--- src/pdsr_pkg.sv ---
// Package: constants and types for the pre-driver serial control front end
package pdsr_pkg;
    localparam int unsigned FRAME_BITS = 16;
    localparam int unsigned ADDR_MSB = 15;
    localparam int unsigned ADDR_LSB = 13;
    localparam int unsigned DATA_MSB = 12;
    localparam int unsigned DATA_LSB = 1;
    localparam int unsigned PAR_BIT = 0;
    localparam int unsigned NUM_CH = 6;
    localparam int unsigned FIFO_DEPTH = 8;
    localparam int unsigned CLK_MHZ = 50;
    // Timer clock is 4.17 MHz: 12 reference cycles, divider toggles each 6
    localparam int unsigned TMR_CLK_KHZ = 4000;
    localparam int unsigned TMR_DIV = CLK_MHZ * 1000 / TMR_CLK_KHZ / 2;
    // Register addresses
    localparam logic [2:0] ADDR_GATE = 3'h0;
    localparam logic [2:0] ADDR_STAT_LO = 3'h4;
    localparam logic [2:0] ADDR_STAT_HI = 3'h5;
    localparam logic [2:0] ADDR_REV = 3'h6;
    localparam logic [2:0] ADDR_ERR = 3'h7;
    // Response patterns
    localparam logic [11:0] ERR_PAT = 12'h554;
    localparam logic [1:0] PAR_ERR_TAIL = 2'h2;
    localparam logic [1:0] FRM_ERR_TAIL = 2'h1;
    localparam logic [5:0] REV_PREFIX = 6'h01;
    localparam logic [11:0] GATE_RST = 12'h000;
    typedef enum logic [1:0] {RSP_ECHO, RSP_REV, RSP_PERR, RSP_FERR} pdsr_rsp_e;
endpackage : pdsr_pkg

--- src/pdsr_word_if.sv ---
// Interface: valid/ready word carrier between serial core and FIFO
`timescale 1ns/100ps
interface pdsr_word_if #(parameter int unsigned W = 16);
    logic valid;
    logic ready;
    logic [W-1:0] data;
    modport src (output valid, output data, input ready);
    modport snk (input valid, input data, output ready);
endinterface : pdsr_word_if

--- src/pdsr_fifo.sv ---
// Small synchronous FIFO with valid/ready on both sides
`timescale 1ns/100ps
module pdsr_fifo #(
    parameter int unsigned W = 16,
    parameter int unsigned DEPTH = 8
) (
    input wire logic i_ref_clk,
    input wire logic i_nrst,
    input wire logic i_ce,
    pdsr_word_if.snk wr,
    pdsr_word_if.src rd
);
    localparam int unsigned AW = $clog2(DEPTH);
    logic [W-1:0] mem_q [DEPTH];
    logic [AW:0] wp_q, wp_d, rp_q, rp_d;
    logic [W-1:0] out_q, out_d;
    logic ov_q, ov_d;
    logic push, pop, full, empty;

    // Pointer flags and next state
    always_comb begin
        full = (wp_q[AW] != rp_q[AW]) && (wp_q[AW-1:0] == rp_q[AW-1:0]);
        empty = (wp_q == rp_q);
        push = wr.valid && !full;
        pop = !empty && (!ov_q || rd.ready);
        wp_d = push ? wp_q + 1'b1 : wp_q;
        rp_d = pop ? rp_q + 1'b1 : rp_q;
        out_d = pop ? mem_q[rp_q[AW-1:0]] : out_q;
        ov_d = pop ? 1'b1 : (rd.ready ? 1'b0 : ov_q);
    end

    assign wr.ready = !full;
    assign rd.valid = ov_q;
    assign rd.data = out_q;

    // Register pointers and the output word
    always_ff @(posedge i_ref_clk or negedge i_nrst) begin
        if (!i_nrst) begin
            wp_q <= '0;
            rp_q <= '0;
            out_q <= '0;
            ov_q <= 1'b0;
        end else if (i_ce) begin
            wp_q <= wp_d;
            rp_q <= rp_d;
            out_q <= out_d;
            ov_q <= ov_d;
        end
    end

    // Storage array, no reset needed
    always_ff @(posedge i_ref_clk) begin
        if (i_ce && push) begin
            mem_q[wp_q[AW-1:0]] <= wr.data;
        end
    end
endmodule : pdsr_fifo

--- src/pdsr_cmd_dec.sv ---
// Command decoder: applies accepted words to gate and mode settings
`timescale 1ns/100ps
module pdsr_cmd_dec
    import pdsr_pkg::*;
#(
    parameter int unsigned NCH = NUM_CH
) (
    input wire logic i_ref_clk,
    input wire logic i_nrst,
    input wire logic i_ce,
    input wire logic i_clr,
    pdsr_word_if.snk cmd,
    output logic [NCH-1:0] o_gate_on,
    output logic [NCH-1:0] o_retry_mode
);
    logic [11:0] gate_q, gate_d;

    // Take one word per cycle; only gate register content is kept here
    always_comb begin
        gate_d = gate_q;
        if (i_clr) begin
            gate_d = GATE_RST;
        end else if (cmd.valid
                     && cmd.data[ADDR_MSB:ADDR_LSB] == ADDR_GATE) begin
            gate_d = cmd.data[DATA_MSB:DATA_LSB];
        end
    end

    assign cmd.ready = 1'b1;
    assign o_gate_on = gate_q[NCH-1:0];
    assign o_retry_mode = gate_q[2*NCH-1:NCH];

    always_ff @(posedge i_ref_clk or negedge i_nrst) begin
        if (!i_nrst) begin
            gate_q <= GATE_RST;
        end else if (i_ce) begin
            gate_q <= gate_d;
        end
    end
endmodule : pdsr_cmd_dec

--- src/pdsr_spi_ctrl.sv ---
// Serial front end of the six-channel pre-driver with reset and enable
`timescale 1ns/100ps
// Summary of operation
// - Supply below threshold: gates low, defaults, flag off
// - Falling supply: flag off, gates held low
// - Master reset low disables gates, timer, serial, flag
// - Reset release restores defaults, enables serial and flag
// - Enable high: gates off, retry timer reset
// - Enable high keeps serial, faults and registers
// - Enable low again re-enables faulted outputs
// - Odd parity check on every received word
// - Frame must be multiple of 16 clocks
// - Parity and frame errors never touch fault flag
// - Full duplex, MSB first, on host shift clock
// - Output on falling edge, sample on rising
// - Select fall: reset frame check, load reply, clear flag
// - Select rise, valid: decode last word, flag fault
// - Select rise, error: drop command, keep faults
// - Works alone or daisy-chained with 16-bit devices
// - Word is address, twelve data bits, parity
// - Reply echoes previous address with selected content
// - First reply after reset is revision information
module pdsr_spi_ctrl
    import pdsr_pkg::*;
#(
    parameter int unsigned NCH = NUM_CH,
    parameter logic [5:0] REVISION = 6'h11  // Arbitrary revision value
) (
    input wire logic i_ref_clk,
    input wire logic i_nrst,
    input wire logic i_ce,
    input wire logic i_logic_supply_ok,
    input wire logic i_master_reset_n,
    input wire logic i_global_enable_n,
    input wire logic i_chip_select_n,
    input wire logic i_sclk,
    input wire logic i_sdi,
    input wire logic [NCH-1:0] i_ch_fault,
    input wire logic [3*NCH-1:0] i_ch_status,
    output logic o_sdo,
    output logic o_sdo_oe,
    output logic o_fault_flag_n_oe,
    output logic [NCH-1:0] o_gate_drive_out,
    output logic o_timer_clk,
    output logic o_retry_clr
);
    // Two-stage synchronisers for the six control and serial pins; channel fault and status inputs are not synchronised
    // Reset values are the idle pin levels, so no false select edge follows
    logic [5:0] s1_q, s2_q;
    always_ff @(posedge i_ref_clk or negedge i_nrst) begin
        if (!i_nrst) begin
            s1_q <= 6'h07;
            s2_q <= 6'h07;
        end else if (i_ce) begin
            s1_q <= {i_sdi, i_sclk, i_global_enable_n, i_chip_select_n,
                     i_master_reset_n, i_logic_supply_ok};
            s2_q <= s1_q;
        end
    end
    logic supply_ok, mrst_n, cs_n, en_n, sclk, sdi;
    assign {sdi, sclk, en_n, cs_n, mrst_n, supply_ok} = s2_q;
    // Device is held in reset by low supply or master reset
    logic run;
    assign run = supply_ok && mrst_n;

    // Serial state
    logic sclk_p_q, sclk_p_d, cs_p_q, cs_p_d;
    logic [15:0] rx_q, rx_d, tx_q, tx_d;
    logic [3:0] cnt_q, cnt_d;
    logic any_q, any_d;
    logic [2:0] last_addr_q, last_addr_d;
    logic [11:0] last_data_q, last_data_d;
    pdsr_rsp_e rsp_q, rsp_d;
    logic sdo_q, sdo_d, oe_q, oe_d;
    logic flt_en_q, flt_en_d;
    logic push;
    logic [15:0] push_word;
    logic sclk_rise, sclk_fall, cs_fall, cs_rise, perr;
    logic [15:0] reply;

    pdsr_word_if #(.W(FRAME_BITS)) w_in();
    pdsr_word_if #(.W(FRAME_BITS)) w_out();

    // Reply word: previous address echo plus selected content
    always_comb begin
        reply = {last_addr_q, last_data_q, 1'b0};
        unique case (rsp_q)
            RSP_REV: reply = {ADDR_REV, REV_PREFIX, REVISION, 1'b0};
            // Error tails hold the last data bit and the parity bit
            RSP_PERR: reply = {ADDR_ERR, ERR_PAT[11:1], PAR_ERR_TAIL};
            RSP_FERR: reply = {ADDR_ERR, ERR_PAT[11:1], FRM_ERR_TAIL};
            RSP_ECHO: begin
                if (last_addr_q == ADDR_STAT_LO) begin
                    reply[12:1] = {2'b00, en_n, i_ch_status[8:0]};
                end else if (last_addr_q == ADDR_STAT_HI) begin
                    reply[12:1] = {2'b00, en_n, i_ch_status[17:9]};
                end
            end
        endcase
        if (rsp_q != RSP_PERR && rsp_q != RSP_FERR) begin
            reply[PAR_BIT] = ~^reply[15:1];  // Odd parity on reply
        end
    end

    // Edge detection and frame handling
    always_comb begin
        sclk_rise = sclk && !sclk_p_q;
        sclk_fall = !sclk && sclk_p_q;
        cs_fall = !cs_n && cs_p_q;
        cs_rise = cs_n && !cs_p_q;
        perr = ~^rx_q;  // Even count of ones is an error
        sclk_p_d = sclk;
        cs_p_d = cs_n;
        rx_d = rx_q;
        tx_d = tx_q;
        cnt_d = cnt_q;
        any_d = any_q;
        last_addr_d = last_addr_q;
        last_data_d = last_data_q;
        rsp_d = rsp_q;
        sdo_d = sdo_q;
        oe_d = !cs_n;  // Released while select high
        flt_en_d = flt_en_q;
        push = 1'b0;
        push_word = rx_q;
        if (cs_fall) begin
            cnt_d = '0;
            any_d = 1'b0;
            tx_d = {reply[14:0], 1'b0};
            sdo_d = reply[15];  // MSB first
            flt_en_d = 1'b0;
        end else if (!cs_n) begin
            if (sclk_rise) begin
                rx_d = {rx_q[14:0], sdi};
                cnt_d = cnt_q + 4'h1;
                any_d = 1'b1;
            end
            if (sclk_fall && any_q) begin
                sdo_d = tx_q[15];
                tx_d = {tx_q[14:0], sdi};  // Pass-through for chaining
            end
        end
        if (cs_rise) begin
            flt_en_d = 1'b1;  // Errors do not gate the flag
            if (cnt_q != 4'h0 || !any_q) begin
                rsp_d = RSP_FERR;
            end else if (perr) begin
                rsp_d = RSP_PERR;
            end else begin
                push = 1'b1;
                last_addr_d = rx_q[ADDR_MSB:ADDR_LSB];
                last_data_d = rx_q[DATA_MSB:DATA_LSB];
                rsp_d = RSP_ECHO;
            end
        end
    end

    assign w_in.valid = push;
    assign w_in.data = push_word;

    // Serial registers; low supply or master reset returns defaults
    always_ff @(posedge i_ref_clk or negedge i_nrst) begin
        if (!i_nrst) begin
            sclk_p_q <= 1'b0;
            cs_p_q <= 1'b1;
            rx_q <= '0;
            tx_q <= '0;
            cnt_q <= '0;
            any_q <= 1'b0;
            last_addr_q <= '0;
            last_data_q <= '0;
            rsp_q <= RSP_REV;
            sdo_q <= 1'b0;
            oe_q <= 1'b0;
            flt_en_q <= 1'b1;  // Flag enabled out of reset
        end else if (i_ce) begin
            if (!run) begin
                sclk_p_q <= 1'b0;
                cs_p_q <= 1'b1;
                rx_q <= '0;
                tx_q <= '0;
                cnt_q <= '0;
                any_q <= 1'b0;
                last_addr_q <= '0;
                last_data_q <= '0;
                rsp_q <= RSP_REV;
                sdo_q <= 1'b0;
                oe_q <= 1'b0;
                flt_en_q <= 1'b1;  // Re-enabled on release
            end else begin
                sclk_p_q <= sclk_p_d;
                cs_p_q <= cs_p_d;
                rx_q <= rx_d;
                tx_q <= tx_d;
                cnt_q <= cnt_d;
                any_q <= any_d;
                last_addr_q <= last_addr_d;
                last_data_q <= last_data_d;
                rsp_q <= rsp_d;
                sdo_q <= sdo_d;
                oe_q <= oe_d;
                flt_en_q <= flt_en_d;
            end
        end
    end

    // Command path buffered, then decoded
    pdsr_fifo #(.W(FRAME_BITS), .DEPTH(FIFO_DEPTH)) u_fifo (
        .i_ref_clk(i_ref_clk),
        .i_nrst(i_nrst),
        .i_ce(i_ce),
        .wr(w_in),
        .rd(w_out)
    );
    logic [NCH-1:0] gate_on, retry_mode;
    pdsr_cmd_dec #(.NCH(NCH)) u_dec (
        .i_ref_clk(i_ref_clk),
        .i_nrst(i_nrst),
        .i_ce(i_ce),
        .i_clr(!run),
        .cmd(w_out),
        .o_gate_on(gate_on),
        .o_retry_mode(retry_mode)
    );

    // Latched fault shutdown and gate outputs
    logic [NCH-1:0] latch_q, latch_d, gate_q, gate_d;
    logic fltoe_q, fltoe_d, tclk_q, tclk_d, rclr_q, rclr_d;
    logic en_p_q, en_p_d;
    logic [3:0] div_q, div_d;
    always_comb begin
        en_p_d = en_n;
        latch_d = latch_q | (i_ch_fault & ~retry_mode);
        // Enable returned low clears old shutdowns; a new fault still latches
        if (!en_n && en_p_q) begin
            latch_d = i_ch_fault & ~retry_mode;
        end
        if (!en_n) begin
            gate_d = gate_on & ~latch_q & ~i_ch_fault;
        end else begin
            gate_d = '0;
        end
        rclr_d = en_n;  // Retry timer held cleared
        fltoe_d = flt_en_q && (|i_ch_fault) && cs_n;
        div_d = div_q + 4'h1;
        tclk_d = tclk_q;
        if (div_q == 4'(TMR_DIV - 1)) begin
            div_d = '0;
            tclk_d = !tclk_q;
        end
    end

    always_ff @(posedge i_ref_clk or negedge i_nrst) begin
        if (!i_nrst) begin
            latch_q <= '0;
            gate_q <= '0;
            fltoe_q <= 1'b0;
            tclk_q <= 1'b0;
            rclr_q <= 1'b1;
            div_q <= '0;
            en_p_q <= 1'b0;
        end else if (i_ce) begin
            if (!run) begin
                latch_q <= '0;
                gate_q <= '0;
                fltoe_q <= 1'b0;
                tclk_q <= 1'b0;  // Timer clock stopped
                rclr_q <= 1'b1;
                div_q <= '0;
                en_p_q <= 1'b0;
            end else begin
                latch_q <= latch_d;
                gate_q <= gate_d;
                fltoe_q <= fltoe_d;
                tclk_q <= tclk_d;
                rclr_q <= rclr_d;
                div_q <= div_d;
                en_p_q <= en_p_d;
            end
        end
    end

    assign o_sdo = sdo_q;
    assign o_sdo_oe = oe_q;
    assign o_fault_flag_n_oe = fltoe_q;
    assign o_gate_drive_out = gate_q;
    assign o_timer_clk = tclk_q;
    assign o_retry_clr = rclr_q;
endmodule : pdsr_spi_ctrl

--- config.mk ---
export PLATFORM = sky130hd
export DESIGN_NAME = pdsr_spi_ctrl
export DESIGN_NICKNAME = d
export VERILOG_FILES = /design/src/pdsr_pkg.sv /design/src/pdsr_word_if.sv /design/src/pdsr_fifo.sv /design/src/pdsr_cmd_dec.sv /design/src/pdsr_spi_ctrl.sv
export SDC_FILE = /design/constraint.sdc
export NUM_CORES = 1
export LEC_CHECK = 0
export BUFFER_PORTS_ARGS = -buffer_cell sky130_fd_sc_hd__buf_4
export CAP_MARGIN = 20
export CORE_MARGIN = 3
export CORE_UTILIZATION = 35
export CTS_BUF_LIST = sky130_fd_sc_hd__clkbuf_16
export CTS_CLUSTER_DIAMETER = 120
export DETAILED_ROUTE_END_ITERATION = 7
export SYNTH_ARGS = -nofsm -noshare
export SYNTH_HDL_FRONTEND = slang
export SYNTH_HIERARCHICAL = 1
export SYNTH_SLANG_ARGS = --single-unit
--- constraint.sdc ---
create_clock -name i_ref_clk -period 4 [get_ports i_ref_clk]
set_input_delay 1.2 -clock i_ref_clk [delete_from_list [all_inputs] [get_ports i_ref_clk]]
set_output_delay 1.2 -clock i_ref_clk [all_outputs]
set_load 0.02 [all_outputs]
# == Word-level counts from Yosys, hierarchy flattened ==
# Memory sizes are Yosys's and may differ from the RTL's. A register that Yosys moved wholly into a read port is not among the register bits.
# Index checks and enable logic that the tools add are counted.
# W data, S select, Z words.
# totals
ram_bits,128
register_bits,112
word_cells,165
n_memories,1
out_inout_bits,11
in_bits,33
# classes
n_eq_ne,23
reduce_logical,41
muxes,63
addsub,4
bitwise_logic,8
# memory_table
memory,depth,width,rd,rd_clocked_by_memory_dff,write_ports,line,rtl
u_fifo.mem_q,8,16,1,1,1,pdsr_fifo.sv:14,logic [W-1:0] mem_q [DEPTH];
# ops
operator,n
$mux W16,8
$mux W12,8
$pmux W12 S4,1
$mux W1,27
$mux W4,6
$mux W6,4
$and A6 B6 Y6,3
$not A6 Y6,3
$add A4 B1 Y4 const B,4
$reduce_xnor A16 Y1,1
$reduce_xnor A15 Y1,1
$logic_and A1 B1 Y1,14
$mux W3,4
$ne A2 B2 Y1 const B,6
$reduce_and A2 Y1,6
$logic_not A1 Y1,9
$ne A3 B1 Y1 const B,3
$mux W2,4
$ne A2 B1 Y1 const B,4
$reduce_and A4 Y1,2
$eq A3 B3 Y1 const B,2
$or A6 B6 Y6,1
$pmux W3 S2,1
$reduce_and A3 Y1,2
14 further kinds,15

# == Logic depth before layout (Yosys ltp) ==
# Gate-level depths: netlist of the first run.
# logic_depth
ltp_word,8
ltp_mapped,9
depth_no_buf,9

# == Hierarchy ==
# Netlist of the first run, hierarchy kept.
# by_module_without_submodules
module,seq_area_each_um2,area_per_inst_um2,instances,cells_each
pdsr_fifo,4469.3,6045.8,1,271
pdsr_spi_ctrl,2289.7,4465.5,1,434
pdsr_cmd_dec,300.3,680.7,1,70

# == Worst setup path after synthesis of the first run ==
# No wires, ideal clock.
# synth_timing
path_type,register to register
start,"register rx_q[1], in the netlist push_word[1]"
end,"memory u_fifo.mem_q[0][0], enable pin"
t_arrival_ns,3.060
setup_time_ns,0.409
required_time_ns,3.591
stages_incl_launch_ff,10
period_less_slack_ns,3.469
path_slack_ns,0.531
n_path_buf,0
path_cell_list,dfrtp_1 xor2_1 xnor2_1 xnor2_1 xnor2_1 nor3_2 nand2_1 a41oi_1 nand2b_1 nor3_1
# synth_between
elab_chain_len,8
# synth_lines
item,line,rtl
start: declaration,pdsr_spi_ctrl.sv:68,"logic [15:0] rx_q, rx_d, tx_q, tx_d;"
start signal: assignment,pdsr_spi_ctrl.sv:193,rx_q <= rx_d;
$reduce_xnor A16 Y1,pdsr_spi_ctrl.sv:111,perr = ~^rx_q;
$mux W1,pdsr_spi_ctrl.sv:147,end else if (perr) begin
$mux W1,pdsr_spi_ctrl.sv:145,if (cnt_q != 4'h0 || !any_q) begin
$mux W1,pdsr_spi_ctrl.sv:143,if (cs_rise) begin
net push,pdsr_spi_ctrl.sv:76,logic push;
$logic_and A1 B1 Y1,pdsr_fifo.sv:24,push = wr.valid && !full;
$logic_and A1 B1 Y1,pdsr_fifo.sv:53,if (i_ce && push) begin
$mux W1,pdsr_fifo.sv:53,
$mux W1 (implied by the code),pdsr_fifo.sv:54,mem_q[wp_q[AW-1:0]] <= wr.data;
end: declaration,pdsr_fifo.sv:14,
# The timed path passes the listed nets, and every way through them passes these cells.

# == Final worst setup path of the first run ==
# layout_timing
start,"register rx_q[8], in the netlist push_word[8]"
end,"memory u_fifo.mem_q[2][2], enable pin"
# Same word-level chain as after synthesis.

==> results.env, run 1 <==
MIN_PATH_CELLS=1
YS.WARNINGS.COUNT=6
RR_STARTPOINT='push_word[8]'
DRT.ANTENNA.VIOLATING_NETS=0
LAYOUT-AREA-OVERHEAD-VS-SYNTH_PCT=13.8
ANT_DIODES=0
STATIC-LEAKAGE-POWER_nW=4.66
DRC_ERRORS=0
SETUP_VIOL=0
FINAL_NET_COUNT=847
ROUTE.VIAS.TOTAL=6295
SETUP_REPAIR_AFTER_GLOBAL_ROUTING_MISSED_ITS_MARGIN='no'
PLACE.DETAILED.HPWL_MM=14.0
WORST_R2R_DST='u_fifo/mem_q[2][2]'
WORSTSETUPENDPOINTTYPE='flop'
CTS_HTREE_LEVELS=1
GRT_PASS1_VIAS=6185
DRTITER0DRC=508
CTS-RESIZED-GATES=0
PORT_BUFFERS=43
FIRST_PASS_ITERS=4
TIMING.SETUP.CRITICAL_PATH_CLASS='reg -> reg'
FF2FF_PATH_DEPTH=10
R2R_SLACK_NS=0.84
POSTCTSSETUPBUFFERS=0
FINAL_MIN_PERIOD_OVER_CLOCK_PERIOD=0.790
WORST_SLEW_MARGIN_REL=0.364
WORST_PATH_LARGEST_CELL_DELAY_NS=0.50
FINAL_LAYOUT_SIZE_SUFFIX_GT1_FRAC=0.202
DRV.MAX_CAP_VIOLATION_COUNT=0
SLEW_VIOLATIONS=0
CRITPATHMOSTFREQUENTCELL='sky130_fd_sc_hd__xnor2_1'
TIMING.CRITICAL_PATH.FROM_TYPE='flop'
IR_DROP_mV=0.260
TRITONCTS='yes'
CRITPATHARRIVALTIME_NS=3.35
RUN_STATUS='completed'
MAPPEDNETLISTAREA_UM2=10800
GP_CONGESTION=0.766
CRIT_FANOUT=15
CTS_INSERTED_BUFFERS=26
FINAL_ROUTED_WIRELENGTH_MM=22.8
DIE_WIDTH_UM=182
POST-ROUTE-CELL-AREA_UM2=12300
REPORT.POWER.TOTAL_mW=6.26
MOSTFREQUENTLAYOUTCELLS='120 x sky130_fd_sc_hd__edfxtp_1, 117 x sky130_fd_sc_hd__dfrtp_1, 83 x sky130_fd_sc_hd__nand2_1'
GRT-OVFL-TOTAL=0
TIMING.CRITICAL_PATH.CELLS='xnor2_1 > xnor2_1 > xnor2_1 > xnor2_1 > nor3_2 > nand2_1 > a41oi_1 > nand2b_1 > nor2_1 > buf_4'
DIE_AREA_UM2=33100
TIMING.FINAL.WS_SETUP_NS=0.839
WORST_HOLD_STARTPOINT='o_sdo_oe'
PRECTSSETUPSLACK_NS=0.910
GRT_PASS1_WL_MM=36.1
INITIAL_CORE_UTIL=0.360
FINALCRITICALPERIOD_NS=3.16
INSERTION_DELAY_TO_THE_LATER_SINK_OF_THE_WORST_SKEW_PAIR_NS=0.53
DETAIL_ROUTE.WL_PER_CELL_UM=18.8
SETUP_TNS_NS=0
FINALHOLDVIOLCOUNT=0
NETLIST_INSTANCES=761
SYNTH_FP_NETS=800
CLOCK.FMAX_GHz=0.316
WORST-SLEW-PIN-TRANSITION_NS=0.954
HOLD_PATH_END='o_sdo_oe'
GRT_START_MAX_NET_PINS=68
CTS_ROOT_BUFFER='sky130_fd_sc_hd__clkbuf_16'
DIE_Y_UM=182
LAYOUT.CELLS.MOST_COMMON='sky130_fd_sc_hd__edfxtp_1'
CRITICAL_PATH.SLOWEST_CELL='sky130_fd_sc_hd__dfrtp_1'
TOP_LEVEL_PORTS=44
DPL_CELL_AREA_UM2=11600
CP.REQUIRED_NS=4.19
SYN_AVG_CELL_AREA_UM2=14.3
POST_CTS_HOLD_BUFFER_COUNT=0
ROWS=63
TIMING.CLOCK.SKEW_NS=0.0185
PATH_CLK_SLEW_NS=0.06
MIN-DELAY-PATH-CLASS='reg -> reg'
STDCELL_COUNT=1218
TOTAL_GRT_USAGE=0.137
POWER-PER-CELL-AREA_nW_PER_UM2=507
AVGVIACOUNTPERCELL=5.17
CTSLONGESTPATHBUFFERS=3
ANTENNA_FOUND_INITIAL=0
COREAREA_UM2=30100
CTS_NUM_SINKS=247
DP.CELLS=1170
sequential cells by signal (all words and copies together), names as in the netlist, 2 cells and up:
signal,flops
rsp_q,2
u_fifo/wp_q,4
u_fifo/rd.data,15
push_word,16
s1_q,6
latch_q,6
u_fifo/rp_q,4
u_dec/gate_q,12
last_addr_q,3
div_q,4
s2_q,6
tx_q,16
o_gate_drive_out,6
u_fifo/mem_q,120
cnt_q,4
last_data_q,12
power by group:
| part | internal, mW | switching, mW |
|---|---|---|
| Sequential | 2.83 | 0.101 |
| Clock | 1.18 | 0.937 |
| Combinational | 0.576 | 0.647 |
| Total | 4.58 | 1.68 |
layer usage:
layer | global-route usage | routed length, um
met1 | 0.198 | 10600
met2 | 0.221 | 11000
met3 | 0.0218 | 995
met4 | 0.0244 | 295
met5 | 0 | 0
worst max-delay path, delay by kind of cell, from the launching register on:
kind | cells | cell delay (ns)
buffers and inverters | 1 | 0.31
and+or+nand+nor | 4 | 0.66
AOI/OAI and AO/OA | 1 | 0.46
xor gates and xnor gates | 4 | 0.89
DFF | 1 | 0.50
final cells by class:
cell class / count / area (um^2)
multi-input combinational: 452 / 3740
sequential: 247 / 6790
fill: 2796 / 17800
clock buffer: 26 / 651
clock inverter: 22 / 103
inverter: 17 / 63.8
tap: 390 / 488
timing repair buffer: 64 / 497
worst max path at each step:
stage,startpoint,end,slack (ns),cells after the start
detailed placement,push_word[7],u_fifo/mem_q[2][8],0.91,10
CTS,push_word[7],u_fifo/mem_q[2][2],0.80,10
finish,push_word[8],u_fifo/mem_q[2][2],0.84,10
global placement,push_word[8],u_fifo/mem_q[3][8],0.90,10
floorplan,push_word[1],u_fifo/mem_q[0][10],0.60,9
global route,push_word[8],u_fifo/mem_q[3][2],0.51,10
per-stage QoR:
step	hold WS, ns	util
floorplan	0.438	-
global placement	0.455	0.385
detailed placement	0.466	0.385
CTS	0.479	0.410
global route	0.496	0.410
finish	0.479	0.410
No activity file was read; power rests on OpenSTA's default activity.
==> run 2, diff against run 1 <==
==> constraint.sdc (replaced) <==
create_clock -name i_ref_clk -period 3.1 [get_ports i_ref_clk]
set_input_delay 0.93 -clock i_ref_clk [delete_from_list [all_inputs] [get_ports i_ref_clk]]
set_output_delay 0.93 -clock i_ref_clk [all_outputs]
set_load 0.02 [all_outputs]
==> results.env, run 2 (synthesis gave the netlist of run 1 again) <==
WORST-SLEW-PIN-TRANSITION_NS=0.804  # -0.150 ns
CP.REQUIRED_NS=3.32  # -0.87 ns
DIE_Y_UM=182  # unchanged
PATH_CLK_SLEW_NS=0.06  # about the same
GP_CONGESTION=0.778  # +1.6%
WORSTSETUPENDPOINTTYPE='flop'
WORST_PATH_LARGEST_CELL_DELAY_NS=0.38  # -0.12 ns
IR_DROP_mV=0.420  # +62%
MIN-DELAY-PATH-CLASS='in -> async'
TOP_LEVEL_PORTS=44  # unchanged
TIMING.CLOCK.SKEW_NS=0.0135  # -0.00502 ns
TIMING.FINAL.WS_SETUP_NS=0.351  # -0.489 ns
CLOCK.FMAX_GHz=0.364  # +15%
GRT-OVFL-TOTAL=0  # unchanged
DRT.ANTENNA.VIOLATING_NETS=0  # unchanged
DETAIL_ROUTE.WL_PER_CELL_UM=17.3  # -7.9%
INSERTION_DELAY_TO_THE_LATER_SINK_OF_THE_WORST_SKEW_PAIR_NS=0.53  # about the same
FF2FF_PATH_DEPTH=11  # +1
GRT_PASS1_WL_MM=34.6  # -4.1%
FINAL_NET_COUNT=871  # +2.8%
CTS-RESIZED-GATES=0  # unchanged
FINALCRITICALPERIOD_NS=2.75  # -0.411 ns
CRITPATHARRIVALTIME_NS=2.97  # -0.38 ns
TIMING.CRITICAL_PATH.CELLS='xnor2_1 > xnor2_1 > xnor2_1 > xnor2_1 > nor3_2 > nand2_1 > a41oi_1 > buf_4 > nand4_1 > inv_1 > buf_4'
SETUP_TNS_NS=0  # unchanged
FINAL_ROUTED_WIRELENGTH_MM=21.4  # -6.2%
DRV.MAX_CAP_VIOLATION_COUNT=0  # unchanged
LARGEST_REGISTER_FF_COUNT=120  # unchanged
DIE_AREA_UM2=33100  # unchanged
POSTCTSSETUPBUFFERS=0  # unchanged
CP_NUM_BUF_INV=3  # +2
LAYOUT-AREA-OVERHEAD-VS-SYNTH_PCT=16.2
PORT_BUFFERS=43  # unchanged
CTS_ROOT_BUFFER='sky130_fd_sc_hd__clkbuf_16'
GRT_START_MAX_NET_PINS=60  # -12%
COREAREA_UM2=30100  # unchanged
ANTENNA_FOUND_INITIAL=0  # unchanged
REPORT.POWER.TOTAL_mW=8.30  # +33%
TRITONCTS='yes'
CTSLONGESTPATHBUFFERS=3  # unchanged
CRIT_FAMILY='XOR/XNOR gates'
ROUTE.VIAS.TOTAL=6267  # -0.44%
LAYOUT.CELLS.MOST_COMMON='sky130_fd_sc_hd__edfxtp_1'
WORST_SLEW_MARGIN_REL=0.464  # +0.100
WORST_R2R_DST='u_fifo/mem_q[7][7]'
CTS_NUM_SINKS=247  # unchanged
FINAL_MIN_PERIOD_OVER_CLOCK_PERIOD=0.887  # +0.0967
FIRST_PASS_ITERS=5  # +1
TOTAL_GRT_USAGE=0.128  # -0.00867
RUN_STATUS='completed'
CTS_INSERTED_BUFFERS=27  # +3.8%
MOSTFREQUENTLAYOUTCELLS='120 x sky130_fd_sc_hd__edfxtp_1, 117 x sky130_fd_sc_hd__dfrtp_1, 83 x sky130_fd_sc_hd__nand2_1, 83 x sky130_fd_sc_hd__buf_4, 47 x sky130_fd_sc_hd__mux2_2'
FINALHOLDVIOLCOUNT=0  # unchanged
POST-ROUTE-CELL-AREA_UM2=12600  # +2.2%
STATIC-LEAKAGE-POWER_nW=4.82  # +3.5%
FINAL_LAYOUT_SIZE_SUFFIX_GT1_FRAC=0.223  # +0.0216
POST_CTS_HOLD_BUFFER_COUNT=0  # unchanged
INITIAL_CORE_UTIL=0.360  # unchanged
ROWS=63  # unchanged
CRIT_FANOUT=15  # unchanged
DIE_WIDTH_UM=182  # unchanged
R2R_SLACK_NS=0.35  # -0.49 ns
AVGVIACOUNTPERCELL=5.05  # -2.3%
TIMING.CRITICAL_PATH.FROM_TYPE='flop'
CRITPATHMOSTFREQUENTCELL='sky130_fd_sc_hd__xnor2_1'
DPL_CELL_AREA_UM2=11800  # +1.6%
CTS_HTREE_LEVELS=1  # unchanged
GRT_PASS1_VIAS=6278  # +1.5%
PRECTSSETUPSLACK_NS=0.298  # -0.612 ns
SLEW_VIOLATIONS=0  # unchanged
ANT_DIODES=0  # unchanged
DRTITER0DRC=498  # -2.0%
POWER-PER-CELL-AREA_nW_PER_UM2=658  # +30%
CRITICAL_PATH.SLOWEST_CELL='sky130_fd_sc_hd__dfrtp_1'
SETUP_REPAIR_AFTER_GLOBAL_ROUTING_MISSED_ITS_MARGIN='no'
TIMING.SETUP.CRITICAL_PATH_CLASS='reg -> reg'
DRC_ERRORS=0  # unchanged
SETUP_VIOL=0  # unchanged
PLACE.DETAILED.HPWL_MM=14.0  # +0.25%
RR_STARTPOINT='push_word[6]'
## run 2: changes by cell type in the layout (fill, tap and decap cells not counted), sizes merged
| cell | delta |
|---|---|
| clkbuf | +2 |
| bufinv | +1 |
| clkinv | -6 |
| buf | +23 |
| inv | +2 |
| clkinvlp | +1 |
## run 2: layout make-up
| cell class | instances | area (um^2) |
|---|---|---|
| flip-flops and latches | 247 | 6790 |
| clock buffers | 28 | 701 |
| clock inverters | 20 | 124 |
| well taps | 390 | 488 |
| inverters | 17 | 63.8 |
| multi-input cells | 452 | 3740 |
| fillers | 2708 | 17500 |
| repair buffers | 87 | 693 |
## run 2: power by group
group / total (mW) / switching [mW] / internal (mW)
Clock: 2.95 / 1.24 / 1.71
Sequential: 3.79 / 0.142 / 3.65
Combinational: 1.57 / 0.794 / 0.774
Total: 8.30 / 2.17 / 6.13
## run 2: how the worst max path moves through the flow
stage | from | slack [ns] | to | depth (start not counted)
CTS | push_word[6] | 0.29 | u_fifo/mem_q[7][8] | 11
floorplan | push_word[1] | 0.1 | u_fifo/mem_q[3][10] | 9
global route | push_word[6] | 0.12 | u_fifo/mem_q[7][6] | 11
detailed placement | push_word[6] | 0.30 | u_fifo/mem_q[7][4] | 11
finish | push_word[6] | 0.35 | u_fifo/mem_q[7][7] | 11
global placement | push_word[9] | 0.36 | u_fifo/mem_q[7][9] | 11
## run 2: metal layers
| metal | GRT usage | up-vias | share of wire |
|---|---|---|---|
| met5 | 0 | - | 0 |
| li1 | - | 3007 | - |
| met1 | 0.180 | 3122 | 0.47 |
| met2 | 0.210 | 106 | 0.47 |
| met4 | 0.0296 | 0 | 0.015 |
| met3 | 0.0200 | 32 | 0.042 |
## run 2: stage by stage
| stage | cells | hold slack [ns] | util |
|---|---|---|---|
| after floorplan | 761 | 0.438 | - |
| after global placement | 1191 | 0.457 | 0.390 |
| after detailed placement | 1192 | 0.465 | 0.391 |
| after CTS | 1240 | 0.391 | 0.418 |
| after global routing | 1241 | 0.415 | 0.419 |
| final | 1241 | 0.382 | 0.419 |
